**src/verilog/mode_pin_consts.svh**
```systemverilog
`ifndef MODE_PIN_CONSTS_SVH
`define MODE_PIN_CONSTS_SVH

// ----------------------------------------
// register map (byte addresses)
// ----------------------------------------
`define FEATURE_DISABLE_OFFSET 4'h0
`define MODE_STATUS_OFFSET 4'h4
`define FEATURE_DISABLE_RESET 5'h00

// ----------------------------------------
// feature bit positions
// ----------------------------------------
`define NUM_FEATURES 5
`define FEAT_ILLEGAL_REMAP 0
`define FEAT_EDH_CRC_FIX 1
`define FEAT_ANC_CSUM_FIX 2
`define FEAT_TRS_FIX 3
`define FEAT_EDH_FLAGS 4

// ----------------------------------------
// mode status fields
// ----------------------------------------
`define STAT_PROC_ENABLE 0
`define STAT_TEST_MODE 1
`define STAT_RESET_PIN 2
`define STAT_LOW_LATENCY 3

// ----------------------------------------
// pin synchroniser layout and reset value
// ----------------------------------------
`define PIN_COUNT 6
`define PIN_PROC_EN 5
`define PIN_TEST_SEL 4
`define PIN_RESET_N 3
`define PIN_SELECT 2
`define PIN_CLOCK 1
`define PIN_SER_IN 0
`define PIN_SYNC_RESET 6'h04

// ----------------------------------------
// bus responses and settle time
// ----------------------------------------
`define RESP_OKAY 2'h0
`define RESP_DECERR 2'h3
`define SETTLE_CYCLES 3'h4

`endif

```
**src/verilog/mode_pin_pkg.sv**
```systemverilog
`default_nettype none
package mode_pin_pkg;
  typedef enum logic [0:0] {WR_IDLE = 1'b0, WR_RESP = 1'b1} wr_state_t;
  typedef enum logic [0:0] {RD_IDLE = 1'b0, RD_DATA = 1'b1} rd_state_t;
endpackage
`default_nettype wire

```
**src/verilog/mode_pin_control.sv**
```systemverilog
// What this block does
// - while processing enable is high the five correction and detection features are enabled.
// - software may turn off single features through the feature disable register and the block obeys each bit.
// - while processing enable is low the block selects low-latency mode.
// - with the test select pin high the four shared pins serve the boundary-scan port.
// - with the test select pin low the four shared pins serve the serial host port.
// - in host mode a low reset pin returns all functional blocks to their defaults.
// - in host mode a low reset pin releases every output except status and error summary.
// - during host-mode reset the status and error summary outputs hold their last value.
// - in test mode a low reset pin defaults all blocks and holds the scan sequence in reset.
// - in test mode a high reset pin lets the scan sequence run.
// - in host mode the shared select pin is an active-low chip select.
// - in test mode the shared select pin is the active-high scan mode select.
//
// The register addresses and the AXI4-Lite slave port were chosen for this implementation.
`timescale 1ns/1ps
`default_nettype none
`include "mode_pin_consts.svh"
module mode_pin_control #(
  parameter int DATA_WIDTH = 10,
  parameter int STATUS_WIDTH = 4
) (
  input wire logic aclk,
  input wire logic aresetn,
  input wire logic [3:0] s_axi_awaddr,
  input wire logic s_axi_awvalid,
  output logic s_axi_awready,
  input wire logic [31:0] s_axi_wdata,
  input wire logic [3:0] s_axi_wstrb,
  input wire logic s_axi_wvalid,
  output logic s_axi_wready,
  output var logic [1:0] s_axi_bresp,
  output var logic s_axi_bvalid,
  input wire logic s_axi_bready,
  input wire logic [3:0] s_axi_araddr,
  input wire logic s_axi_arvalid,
  output logic s_axi_arready,
  output var logic [31:0] s_axi_rdata,
  output var logic [1:0] s_axi_rresp,
  output var logic s_axi_rvalid,
  input wire logic s_axi_rready,
  input wire logic processing_enable_pin,
  input wire logic test_select_pin,
  input wire logic reset_pin_n,
  input wire logic shared_select_pin,
  input wire logic shared_clock_pin,
  input wire logic shared_serial_in_pin,
  output logic shared_serial_out_pin,
  output logic shared_serial_out_pin_oe_n,
  output logic host_select_n,
  output logic host_clock,
  output logic host_serial_in,
  input wire logic host_serial_out,
  input wire logic host_serial_out_en,
  output logic scan_mode_select,
  output logic scan_clock,
  output logic scan_data_in,
  input wire logic scan_data_out,
  input wire logic scan_data_out_en,
  output var logic scan_reset_n,
  output var logic [`NUM_FEATURES-1:0] feature_enable,
  output var logic low_latency_mode,
  output var logic functional_reset_n,
  input wire logic [DATA_WIDTH-1:0] core_data,
  input wire logic [STATUS_WIDTH-1:0] core_status,
  input wire logic core_error_n,
  output var logic [DATA_WIDTH-1:0] data_out,
  output var logic data_out_oe_n,
  output logic [STATUS_WIDTH-1:0] status_out,
  output logic error_out_n
);
  logic [`PIN_COUNT-1:0] pins_s;
  logic proc_en;
  logic test_mode;
  logic reset_low;
  logic host_in_reset;
  logic [`NUM_FEATURES-1:0] feature_disable;
  logic aw_held;
  logic w_held;
  logic [3:0] aw_addr;
  logic [31:0] w_data;
  logic [3:0] w_strb;
  logic [3:0] ar_addr_word;
  logic [3:0] aw_addr_word;
  logic [2:0] settle_cnt;
  logic settled;
  mode_pin_pkg::wr_state_t wr_state;
  mode_pin_pkg::rd_state_t rd_state;

  // ----------------------------------------
  // pin synchronisation
  // ----------------------------------------
  // shared pins are synchronised too: the host and scan engines run on aclk
  pin_sync #(
    .WIDTH(`PIN_COUNT),
    .RESET_VALUE(`PIN_SYNC_RESET)
  ) u_pin_sync (
    .aclk(aclk),
    .aresetn(aresetn),
    .pins({processing_enable_pin, test_select_pin, reset_pin_n,
           shared_select_pin, shared_clock_pin, shared_serial_in_pin}),
    .synced(pins_s)
  );

  // decoded modes, all from synchronised levels
  assign proc_en = pins_s[`PIN_PROC_EN];
  assign test_mode = pins_s[`PIN_TEST_SEL];
  assign reset_low = !pins_s[`PIN_RESET_N];
  assign host_in_reset = reset_low && !test_mode;

  // ----------------------------------------
  // shared pin routing
  // ----------------------------------------
  // idle levels keep the unselected engine quiet
  assign host_select_n = test_mode ? 1'b1 : pins_s[`PIN_SELECT];
  assign host_clock = test_mode ? 1'b0 : pins_s[`PIN_CLOCK];
  assign host_serial_in = test_mode ? 1'b0 : pins_s[`PIN_SER_IN];
  assign scan_mode_select = test_mode ? pins_s[`PIN_SELECT] : 1'b0;
  assign scan_clock = test_mode ? pins_s[`PIN_CLOCK] : 1'b0;
  assign scan_data_in = test_mode ? pins_s[`PIN_SER_IN] : 1'b0;

  // serial out follows the selected engine; released in host-mode reset
  assign shared_serial_out_pin = test_mode ? scan_data_out : host_serial_out;
  assign shared_serial_out_pin_oe_n = host_in_reset ||
                                      !(test_mode ? scan_data_out_en : host_serial_out_en);

  // ----------------------------------------
  // mode and reset outputs
  // ----------------------------------------
  // registered so the core sees glitch-free levels
  always_ff @(posedge aclk) begin
    if (!aresetn) begin
      functional_reset_n <= 1'b0;
      scan_reset_n <= 1'b0;
      low_latency_mode <= 1'b0;
      feature_enable <= '0;
    end else begin
      functional_reset_n <= !reset_low;
      scan_reset_n <= !(test_mode && reset_low);
      low_latency_mode <= !proc_en;
      feature_enable <= {`NUM_FEATURES{proc_en}} & ~feature_disable;
    end
  end

  // ----------------------------------------
  // output release and status hold
  // ----------------------------------------
  // data drivers go quiet during host-mode reset
  always_ff @(posedge aclk) begin
    if (!aresetn) begin
      data_out <= '0;
      data_out_oe_n <= 1'b1;
    end else begin
      data_out <= core_data;
      data_out_oe_n <= host_in_reset;
    end
  end

  // status and error summary freeze instead of floating
  output_hold #(
    .WIDTH(STATUS_WIDTH + 1)
  ) u_output_hold (
    .aclk(aclk),
    .aresetn(aresetn),
    .hold(host_in_reset),
    .live({core_status, core_error_n}),
    .held({status_out, error_out_n})
  );

  // ----------------------------------------
  // bus write channel
  // ----------------------------------------
  assign s_axi_awready = (wr_state == mode_pin_pkg::WR_IDLE) && !aw_held;
  assign s_axi_wready = (wr_state == mode_pin_pkg::WR_IDLE) && !w_held;
  assign aw_addr_word = {aw_addr[3:2], 2'b00};

  // address and data accepted in either order
  always_ff @(posedge aclk) begin
    if (!aresetn) begin
      aw_held <= 1'b0;
      w_held <= 1'b0;
      aw_addr <= 4'h0;
      w_data <= 32'h0000_0000;
      w_strb <= 4'h0;
    end else if (wr_state == mode_pin_pkg::WR_RESP) begin
      aw_held <= 1'b0;
      w_held <= 1'b0;
    end else begin
      if (s_axi_awvalid && s_axi_awready) begin
        aw_held <= 1'b1;
        aw_addr <= s_axi_awaddr;
      end
      if (s_axi_wvalid && s_axi_wready) begin
        w_held <= 1'b1;
        w_data <= s_axi_wdata;
        w_strb <= s_axi_wstrb;
      end
    end
  end

  // response one cycle after both halves are held
  always_ff @(posedge aclk) begin
    if (!aresetn) begin
      wr_state <= mode_pin_pkg::WR_IDLE;
      s_axi_bvalid <= 1'b0;
      s_axi_bresp <= `RESP_OKAY;
    end else begin
      case (wr_state)
        mode_pin_pkg::WR_IDLE: begin
          if (aw_held && w_held) begin
            wr_state <= mode_pin_pkg::WR_RESP;
            s_axi_bvalid <= 1'b1;
            s_axi_bresp <= (aw_addr_word == `FEATURE_DISABLE_OFFSET ||
                            aw_addr_word == `MODE_STATUS_OFFSET) ? `RESP_OKAY : `RESP_DECERR;
          end
        end
        mode_pin_pkg::WR_RESP: begin
          if (s_axi_bready) begin
            wr_state <= mode_pin_pkg::WR_IDLE;
            s_axi_bvalid <= 1'b0;
          end
        end
        default: begin
          wr_state <= mode_pin_pkg::WR_IDLE;
          s_axi_bvalid <= 1'b0;
        end
      endcase
    end
  end

  // feature disable bits; functional reset wins over a software write
  always_ff @(posedge aclk) begin
    if (!aresetn || reset_low) begin
      feature_disable <= `FEATURE_DISABLE_RESET;
    end else if (wr_state == mode_pin_pkg::WR_IDLE && aw_held && w_held &&
                 aw_addr_word == `FEATURE_DISABLE_OFFSET && w_strb[0]) begin
      feature_disable <= w_data[`NUM_FEATURES-1:0];
    end
  end

  // ----------------------------------------
  // bus read channel
  // ----------------------------------------
  assign s_axi_arready = (rd_state == mode_pin_pkg::RD_IDLE);
  assign ar_addr_word = {s_axi_araddr[3:2], 2'b00};

  always_ff @(posedge aclk) begin
    if (!aresetn) begin
      rd_state <= mode_pin_pkg::RD_IDLE;
      s_axi_rvalid <= 1'b0;
      s_axi_rdata <= 32'h0000_0000;
      s_axi_rresp <= `RESP_OKAY;
    end else begin
      case (rd_state)
        mode_pin_pkg::RD_IDLE: begin
          if (s_axi_arvalid) begin
            rd_state <= mode_pin_pkg::RD_DATA;
            s_axi_rvalid <= 1'b1;
            s_axi_rresp <= `RESP_OKAY;
            s_axi_rdata <= 32'h0000_0000;
            if (ar_addr_word == `FEATURE_DISABLE_OFFSET) begin
              s_axi_rdata[`NUM_FEATURES-1:0] <= feature_disable;
            end else if (ar_addr_word == `MODE_STATUS_OFFSET) begin
              s_axi_rdata[`STAT_PROC_ENABLE] <= proc_en;
              s_axi_rdata[`STAT_TEST_MODE] <= test_mode;
              s_axi_rdata[`STAT_RESET_PIN] <= !reset_low;
              s_axi_rdata[`STAT_LOW_LATENCY] <= low_latency_mode;
            end else begin
              s_axi_rresp <= `RESP_DECERR;
            end
          end
        end
        mode_pin_pkg::RD_DATA: begin
          if (s_axi_rready) begin
            rd_state <= mode_pin_pkg::RD_IDLE;
            s_axi_rvalid <= 1'b0;
          end
        end
        default: begin
          rd_state <= mode_pin_pkg::RD_IDLE;
          s_axi_rvalid <= 1'b0;
        end
      endcase
    end
  end

  // ----------------------------------------
  // checks
  // ----------------------------------------
  // settle counter hides the synchroniser fill after reset
  always_ff @(posedge aclk) begin
    if (!aresetn) begin
      settle_cnt <= 3'h0;
    end else if (settle_cnt != `SETTLE_CYCLES) begin
      settle_cnt <= settle_cnt + 3'h1;
    end
  end
  assign settled = (settle_cnt == `SETTLE_CYCLES);
endmodule // mode_pin_control
`default_nettype wire

```
**src/verilog/pin_sync.sv**
```systemverilog
`timescale 1ns/1ps
`default_nettype none
module pin_sync #(
  parameter int WIDTH = 1,
  parameter logic [WIDTH-1:0] RESET_VALUE = '0
) (
  input wire logic aclk,
  input wire logic aresetn,
  input wire logic [WIDTH-1:0] pins,
  output var logic [WIDTH-1:0] synced
);
  logic [WIDTH-1:0] stage1;

  // ----------------------------------------
  // two-flop synchroniser, first stage feeds only the second
  // ----------------------------------------
  always_ff @(posedge aclk) begin
    if (!aresetn) begin
      stage1 <= RESET_VALUE;
      synced <= RESET_VALUE;
    end else begin
      stage1 <= pins;
      synced <= stage1;
    end
  end
endmodule // pin_sync
`default_nettype wire

```
**src/verilog/output_hold.sv**
```systemverilog
`timescale 1ns/1ps
`default_nettype none
module output_hold #(
  parameter int WIDTH = 1
) (
  input wire logic aclk,
  input wire logic aresetn,
  input wire logic hold,
  input wire logic [WIDTH-1:0] live,
  output var logic [WIDTH-1:0] held
);
  // ----------------------------------------
  // follows live values, freezes while hold is high
  // ----------------------------------------
  genvar i;
  generate
    for (i = 0; i < WIDTH; i++) begin : g_bit
      always_ff @(posedge aclk) begin
        if (!aresetn) begin
          held[i] <= 1'b0;
        end else if (!hold) begin
          held[i] <= live[i];
        end
      end
    end
  endgenerate
endmodule // output_hold
`default_nettype wire

```
**config.mk**
```make
export PLATFORM = sky130hd
export DESIGN_NAME = mode_pin_control
export DESIGN_NICKNAME = d
export VERILOG_FILES = /design/src/verilog/mode_pin_pkg.sv /design/src/verilog/mode_pin_control.sv /design/src/verilog/pin_sync.sv /design/src/verilog/output_hold.sv
export VERILOG_INCLUDE_DIRS = /design/src /design/src/verilog
export SDC_FILE = /design/constraint.sdc
export NUM_CORES = 1
export LEC_CHECK = 0
export ABC_AREA = 0
export BUFFER_PORTS_ARGS = -buffer_cell sky130_fd_sc_hd__buf_2
export CORE_MARGIN = 2
export CORE_UTILIZATION = 45
export CTS_CLUSTER_SIZE = 30
export DETAILED_ROUTE_END_ITERATION = 6
export GPL_ROUTABILITY_DRIVEN = 0
export MAX_ROUTING_LAYER = met4
export PLACE_DENSITY = 0.95
export SYNTH_ARGS = -nofsm -noshare
export SYNTH_HDL_FRONTEND = slang
export SYNTH_HIERARCHICAL = 1
export SYNTH_SLANG_ARGS = --single-unit
```
**constraint.sdc**
```tcl
create_clock -name aclk -period 2.6 [get_ports aclk]
set_input_delay 0 -clock aclk [delete_from_list [all_inputs] [get_ports aclk]]
set_output_delay 0 -clock aclk [all_outputs]
set_load 0.02 [all_outputs]
```
Word level (Yosys, flattened, before mapping)

Index checks and enable logic that the tools add are counted.

Equal/unequal tests: 6
Multiplexer cells: 26
Bitwise gates (word level): 5
Reduce and logical (&&, ||, !) cells: 31

Operators with widths:

| operator                                                                 | count |
|---|---|
| 1-bit two-way mux                                                        | 17 |
| 2-bit AND reduction                                                      | 6 |
| 1-bit logical AND                                                        | 11 |
| 1-bit logical NOT                                                        | 8 |
| 4-bit logical NOT                                                        | 2 |
| 4-bit two-way mux                                                        | 2 |
| 1-bit case mux with 2 select lines                                       | 4 |
| 2-bit two-way mux                                                        | 3 |
| 2-bit inequality test (second input constant)                            | 3 |
| 5-bit bitwise AND                                                        | 1 |
| 5-bit inverter                                                           | 1 |
| 2-bit by 1-bit equality test with 1-bit output (second input constant)   | 2 |
| 1-bit logical OR                                                         | 3 |
| 1-bit inverter                                                           | 3 |
| 2-bit by 1-bit inequality test with 1-bit output (second input constant) | 1 |
| 2-bit OR reduction                                                       | 1 |

Register bits after elaboration: 66
Input port bits: 76

Logic depth before layout (Yosys ltp)

Gate-level depths: netlist of the first run.

Word-level depth: 5
Mapped depth: 5

Hierarchy

The synthesis of the first run kept the hierarchy.

By module, submodules not included:

| module           | times used | cells an instance | area an instance (sq um) |
|---|---|---|---|
| mode_pin_control | 1          | 191               | 1860.5 |
| pin_sync         | 1          | 25                | 334.1 |
| output_hold      | 1          | 16                | 192.7 |

Worst setup path before layout of the first run

No wires, ideal clock.

Path type: register to register
Start point: register rd_state
End point: register s_axi_rdata[0]
Library setup time: 0.122 ns
Data arrival time: 1.016 ns
Slack: 1.462 ns
Stages on the path, launching flop included: 4
Path buffers: 0
Cell sequence: dfxtp_1 > and3b_2 > nor3b_2 > a221o_1

Word-level cells in the longest chain between the ends: 2

RTL lines:

| item                            | RTL line                | text |
|---|---|---|
| from (decl)                     | mode_pin_control.sv:88  | `mode_pin_pkg::rd_state_t rd_state;` |
| from (signal assigned)          | mode_pin_control.sv:249 | `rd_state <= mode_pin_pkg::RD_IDLE;` |
| from (signal assigned)          | mode_pin_control.sv:257 | `rd_state <= mode_pin_pkg::RD_DATA;` |
| from (signal assigned)          | mode_pin_control.sv:275 | `rd_state <= mode_pin_pkg::RD_IDLE;` |
| 1-bit inverter (no line)        | --                      |  |
| 2-bit AND reduction (no line)   | --                      |  |
| to (signal, indexed assignment) | mode_pin_control.sv:262 | `` s_axi_rdata[`NUM_FEATURES-1:0] <= feature_disable; `` |
| to (signal, indexed assignment) | mode_pin_control.sv:264 | `` s_axi_rdata[`STAT_PROC_ENABLE] <= proc_en; `` |
| to (signal, indexed assignment) | mode_pin_control.sv:265 | `` s_axi_rdata[`STAT_TEST_MODE] <= test_mode; `` |
| to (decl)                       | mode_pin_control.sv:38  | `output var logic [31:0] s_axi_rdata,` |

Every way passes these cells.
A chain may end at the register's enable or synchronous reset.

Worst setup path in the final report of the first run

Start point: register u_pin_sync.synced[4]
End point: output port shared_serial_out_pin

Word-level cells in the longest chain between the ends: 1

RTL lines:

| item                   | RTL line                | text |
|---|---|---|
| from (decl)            | pin_sync.sv:10          | `output var logic [WIDTH-1:0] synced` |
| from (signal assigned) | pin_sync.sv:23          | `synced <= stage1;` |
| 1-bit two-way mux      | mode_pin_control.sv:123 | `assign shared_serial_out_pin = test_mode ? scan_data_out : host_serial_out;` |
| to (decl)              | mode_pin_control.sv:48  | `output logic shared_serial_out_pin,` |

Every way passes these cells.

==> results of run 1 <==
## cell type report
type                    count  area [sq um]
fillers                   395          1780
flip-flops and latches     62          1240
multi-input cells         156           961
repair buffers            122           786
clock buffers              10           128
clock inverters             6           110
well taps                  70          87.6
inverters                   3          11.3
## synth_stat cells
cell type,number,area share [%]
nand2b_1,5,1.3
nand3b_1,1,0.31
clkbuf_1,4,0.63
or4b_1,1,0.42
buf_2,1,0.21
mux2_2,1,0.47
a21oi_1,8,1.7
nor2b_1,19,5.0
or2_2,1,0.26
mux2i_1,14,5.9
buf_6,3,1.4
buf_4,29,9.1
and2_2,7,2.2
and3b_1,1,0.37
a221o_1,4,1.7
inv_1,3,0.47
dfxtp_1,62,52
nand2b_4,1,0.58
or3b_2,1,0.37
nor3b_4,1,0.79
nor2_1,13,2.0
a21boi_1,2,0.63
and3_1,2,0.52
nor3b_1,1,0.31
and3b_2,1,0.42
nand3_1,5,1.0
and2_1,17,4.5
nor3b_2,2,1.0
conb_1,1,0.16
o21ai_0,7,1.5
nand2_1,9,1.4
nor3_1,2,0.42
a21boi_0,3,0.94
## flip-flops by register name, summed over array words and instances (netlist names), 2 cells and up
register,flops
aw_addr,2
data_out,10
feature_disable,5
feature_enable,5
s_axi_rdata,5
u_output_hold/held,5
u_pin_sync/stage1,6
u_pin_sync/synced,6
w_data,5
## cell families after synthesis
logic type,Yosys count
AOI/OAI and AO/OA,24
buffers and inverters,40
DFF,62
muxes,15
other,1
and+or+nand+nor,90
## tightest hold or removal path, cell delays in order
cell      delay [ps]
buf_2            120
or4b_1           120
a21boi_1          60
## metal layers
metal | GRT usage, % | wire (um)
met1 | 18.7 | 2060
met2 | 31.8 | 2770
met3 | 4.59 | 286
met4 | 12.2 | 134
met5 | - | 0
## power groups by stage
stage          Clock, W  Sequential [W]  Combinational (W)
3_5_place_dp          0         0.00104           0.000237
3_3_place_gp          0         0.00104           0.000232
4_1_cts         0.00102         0.00102           0.000278
5_1_grt         0.00107         0.00102           0.000304
2_1_floorplan         0         0.00106           0.000171
6_report       0.000996         0.00102           0.000283
## metrics by stage
| stage | power, W | worst slack, ps | utilization, % | area [sq um] | hold WS, ps |
|---|---|---|---|---|---|
| after floorplan | 0.00123 | 1460 | - | 2480 | 73.0 |
| after global placement | 0.00127 | 1230 | 53.6 | 2740 | 183 |
| after detailed placement | 0.00128 | 1210 | 53.6 | 2740 | 195 |
| after CTS | 0.00232 | 1150 | 65.1 | 3320 | 5.23 |
| after global routing | 0.00240 | 1120 | 65.1 | 3320 | 10.0 |
| final | 0.00230 | 1180 | 65.1 | 3320 | 19.5 |
## final timing paths
path                              startpoint                                 end  slack (ps)  cells after the start
min reg2reg  u_pin_sync/stage1[2]$_SDFF_PN1_     u_pin_sync/synced[2]$_SDFF_PN1_         400                      1
max          u_pin_sync/synced[4]$_SDFF_PN0_               shared_serial_out_pin        1180                      2
min                          s_axi_araddr[2]         s_axi_rdata[4]$_SDFFE_PN0P_          20                      3
max reg2reg  u_pin_sync/synced[4]$_SDFF_PN0_  u_output_hold/held[3]$_SDFFE_PN0N_        1270                      3
## timing repair
item                      CTS  global route
hold endpoints to repair   35             0
gates resized for setup     0             0
hold buffers               35             0
==> results.toml, run 1 <==
[detailed_routing]
routed-via-count = 1921
ant_nets = 0
first_pass_iters = 4
routed_via_density = 4.48
routed_wl_mm = 5.26
first_iter_violations = 86
wl_per_cell_um = 12.3
drc = 0

[yosys]
synth_cells = 232
ys_seq_area_share_pct = 52.0
synth_xor_xnor_area_share_pct = 0
synth_seq_cells = 62
synth_cell_types = 33
muxShareOfSynthArea_pct = 6.34
synth_area_per_cell_sq_um = 10.3
synth-simple-area-share_pct = 23.3
synth_warnings = 6
synth_top_family_by_area = "simple AND/OR/NAND/NOR gates"
synthesis.area_sq_mm = 0.00239
synthAdderAreaFrac_pct = 0
synth_compound_area_share_pct = 6.39

[global_routing]
antenna_found_initial = 0
grt_pass1_wl_mm = 8.22
grt_overflow_total = 0
grt_start_max_net_pins = 51
grt_usage_pct = 18.5
grt_pass1_vias = 1802

[pwr]
p_per_area_mw_per_mm2 = 691
power_frac_comb_pct = 12.3
p_clk_share_pct = 43.3
internal-power_w = 0.00176
power_frac_seq_pct = 44.3
peakVddDrop_uv = 374
power_switching_share_pct = 23.6
switching_power_w = 0.000543
p_leak_nw = 1.59

[finish]
nets = 430
layoutNonFillerInstCount = 429
layout_common_cells = "87 x buf_2, 62 x dfxtp_1, 35 x dlygate4sd3_1, 27 x conb_1, 19 x nor2b_1"
final_common_cell = "buf_2"
drive_gt1_share_pct = 32.6
syn_to_final_growth_pct = 39.3
diodes = 0

[place]
dp_hpwl_mm = 3.29
portBuffers = 87
dp_cells = 378

[outcome]
status = "finished clean"

[clocking]
cts_max_level = 3
clk_path_buf_depth = 2
numCtsBuffers = 9
cts_tree = "done"
clkSinkCount = 62
clk_latency_ps = 330
path_clk_slew_ps = 60
cts_setup_buffers = 0
cts_root_buffer = "clkbuf_8"

[timing]
worst_pin_slew_ps = 702
drv_slew = 0
hold_viol = 0
timing.final.crit_share_pct = 54.5
tns_ps = 0
fin_skew_ps = 10.5
finalCriticalPeriod_ps = 1420
rsz0062_at_grt = "no"
max_freq_mhz = 706
maxSlewHeadroom_pct = 53.2
setup_viol = 0

[flow_run]
cap_violations = 0

[setup_path]
crit_type = "flop to output port"
arrival_ps = 1420
slowest_delay_ps = 550
critical-path-top-delay-family = "flip-flops"
cp-start-kind = "flop"
worst-path-buf-inv = 1
slowest_stage = "dfxtp_1"
worstPathCellList = "mux2_2 > buf_2"
required_ps = 2600
cp_max_fo = 13
end_kind = "output port"

[die]
core_sq_mm = 0.00511
fp.dieW_um = 76.8
die_y_um = 76.8
start_util_pct = 46.7
num_rows = 26
io_pins = 149
die-area_sq_mm = 0.00590

[min_path]
min_path_type = "primary input to flop"
Note: power is estimated with default switching activity, not from simulation.
==> inputs of run 2 (changes only) <==
Settings changed: CORE_UTILIZATION 45 to 42, PLACE_DENSITY 0.95 to 0.9.
Clock period 2.6 ns to 1.4 ns, I/O delays scaled along.
==> results.toml, run 2 (synthesized netlist as in run 1, its figures left out) <==
[die]
core_sq_mm = 0.00551
die_y_um = 79.4
fp.dieW_um = 79.4
num_rows = 27
io_pins = 149
die-area_sq_mm = 0.00630
start_util_pct = 43.4

[pwr]
switching_power_w = 0.000987
p_leak_nw = 1.59
finalPower_w = 0.00389
internal-power_w = 0.00290
power_switching_share_pct = 25.4
power_frac_seq_pct = 48.7
peakVddDrop_uv = 615
p_per_area_mw_per_mm2 = 1180
p_clk_share_pct = 37.5
power_frac_comb_pct = 13.8

[global_routing]
grt_pass1_vias = 1835
grt_start_max_net_pins = 39
antenna_found_initial = 0
grt_pass1_wl_mm = 8.38
grt_usage_pct = 18.1
grt_overflow_total = 0

[setup_path]
required_ps = 1400
cp_max_fo = 8
crit_type = "flop to output port"
end_kind = "output port"
r2r_slack_ps = 150
cp-start-kind = "flop"
arrival_ps = 1340

[detailed_routing]
ant_nets = 0
routed_wl_mm = 5.42
first_iter_violations = 88
drc = 0
first_pass_iters = 5
wl_per_cell_um = 12.5
routed-via-count = 1932
routed_via_density = 4.44

[clocking]
clk_path_buf_depth = 2
cts_tree = "done"
clk_latency_ps = 330
clkSinkCount = 62
cts_root_buffer = "clkbuf_8"
path_clk_slew_ps = 60
numCtsBuffers = 9
cts_max_level = 3

[finish]
seq_area_sq_mm = 0.00124
final_common_cell = "buf_2"
diodes = 0
multi_input_area_sq_um = 963
drive_gt1_share_pct = 33.1
reg.largest.list = "data_out: 10 flops, u_pin_sync/stage1: 6 flops, u_pin_sync/synced: 6 flops"
syn_to_final_growth_pct = 38.5
stdcell_area_sq_mm = 0.00331
largest_reg_flops = 10
fill_cells = 458
layout_common_cells = "87 x buf_2, 62 x dfxtp_1, 36 x dlygate4sd3_1, 27 x conb_1, 19 x nor2b_1"
nets = 434
largest_register = "data_out"

[timing]
drv_slew = 0
setup_viol = 0
tns_ps = 0
timing.final.crit_share_pct = 95.4
hold_viol = 0
fin_skew_ps = 7.13
rsz0062_at_grt = "no"
max_freq_mhz = 749
finalCriticalPeriod_ps = 1340

[place]
dp_hpwl_mm = 3.42
portBuffers = 87
placed_area_sq_mm = 0.00276

[outcome]
status = "finished clean"

[min_path]
min_path_type = "primary input to flop"

[flow_run]
cap_violations = 0
run 2: changes by cell type in the layout (fill, tap and decap cells not counted):
cell	previous run	this run
nor2_1	13	12
buf_4	0	3
clkinv_2	1	4
bufinv_16	3	1
clkbuf_1	1	2
nor2_2	0	1
clkinvlp_4	2	0
dlygate4sd3_1	35	36
run 2: final timing paths:
kind,from,end,cells past startpoint
hold / removal,aresetn,low_latency_mode$_SDFF_PN0_,2
hold reg to reg,u_pin_sync/synced[5]$_SDFF_PN0_,low_latency_mode$_SDFF_PN0_,1
setup reg to reg,aw_addr[2]$_SDFFE_PN0P_,feature_disable[1]$_SDFFE_PP0P_,3
setup / recovery,u_pin_sync/synced[4]$_SDFF_PN0_,shared_serial_out_pin,2
run 2: power groups by stage:
| stage | Combinational, W | Clock, W | Sequential [W] |
|---|---|---|---|
| 6_report | 0.000536 | 0.00146 | 0.00189 |
| 3_3_place_gp | 0.000441 | 0 | 0.00192 |
| 3_5_place_dp | 0.000449 | 0 | 0.00193 |
| 5_1_grt | 0.000576 | 0.00156 | 0.00190 |
| 4_1_cts | 0.000529 | 0.00149 | 0.00189 |
| 2_1_floorplan | 0.000317 | 0 | 0.00197 |
run 2: worst max-delay path, cell delays in order (launching register included):
cell	delay [ps]
dfxtp_1	480
mux2_2	370
buf_2	160
run 2: routing by layer:
metal / vias up / share of wire, % / wire length [um] / GRT usage [%]
li1: 955 / - / - / -
met1: 873 / 38 / 2050 / 17.9
met2: 89 / 53 / 2870 / 31.5
met3: 15 / 6.4 / 349 / 4.86
met4: 0 / 2.9 / 159 / 11.6
met5: - / 0 / 0 / -
run 2: cell type report:
cell class                      count  share of cell area (%)
Multi-Input combinational cell    156                    29.1
Timing Repair Buffer              126                    24.8
Inverter                            3                   0.341
Clock buffer                       11                    3.97
Sequential cell                    62                    37.5
Clock inverter                      5                    1.51
Tap cell                           72                    2.73
run 2: through the flow:
step	setup WS, ps	hold slack [ps]	utilization, %	std cells
2_1_floorplan	262	73.0	-	258
3_3_place_gp	189	184	50.1	383
3_5_place_dp	155	190	50.1	383
4_1_cts	80.1	23.9	60.0	435
5_1_grt	33.7	28.0	60.0	435
6_report	64.4	28.4	60.0	435
run 2: what timing repair did:
item	in CTS	in global routing
setup buffers	0	0
endpoints found under the hold margin	36	0
hold buffers	36	0
gates resized for setup	0	1
setup endpoints to repair	0	2
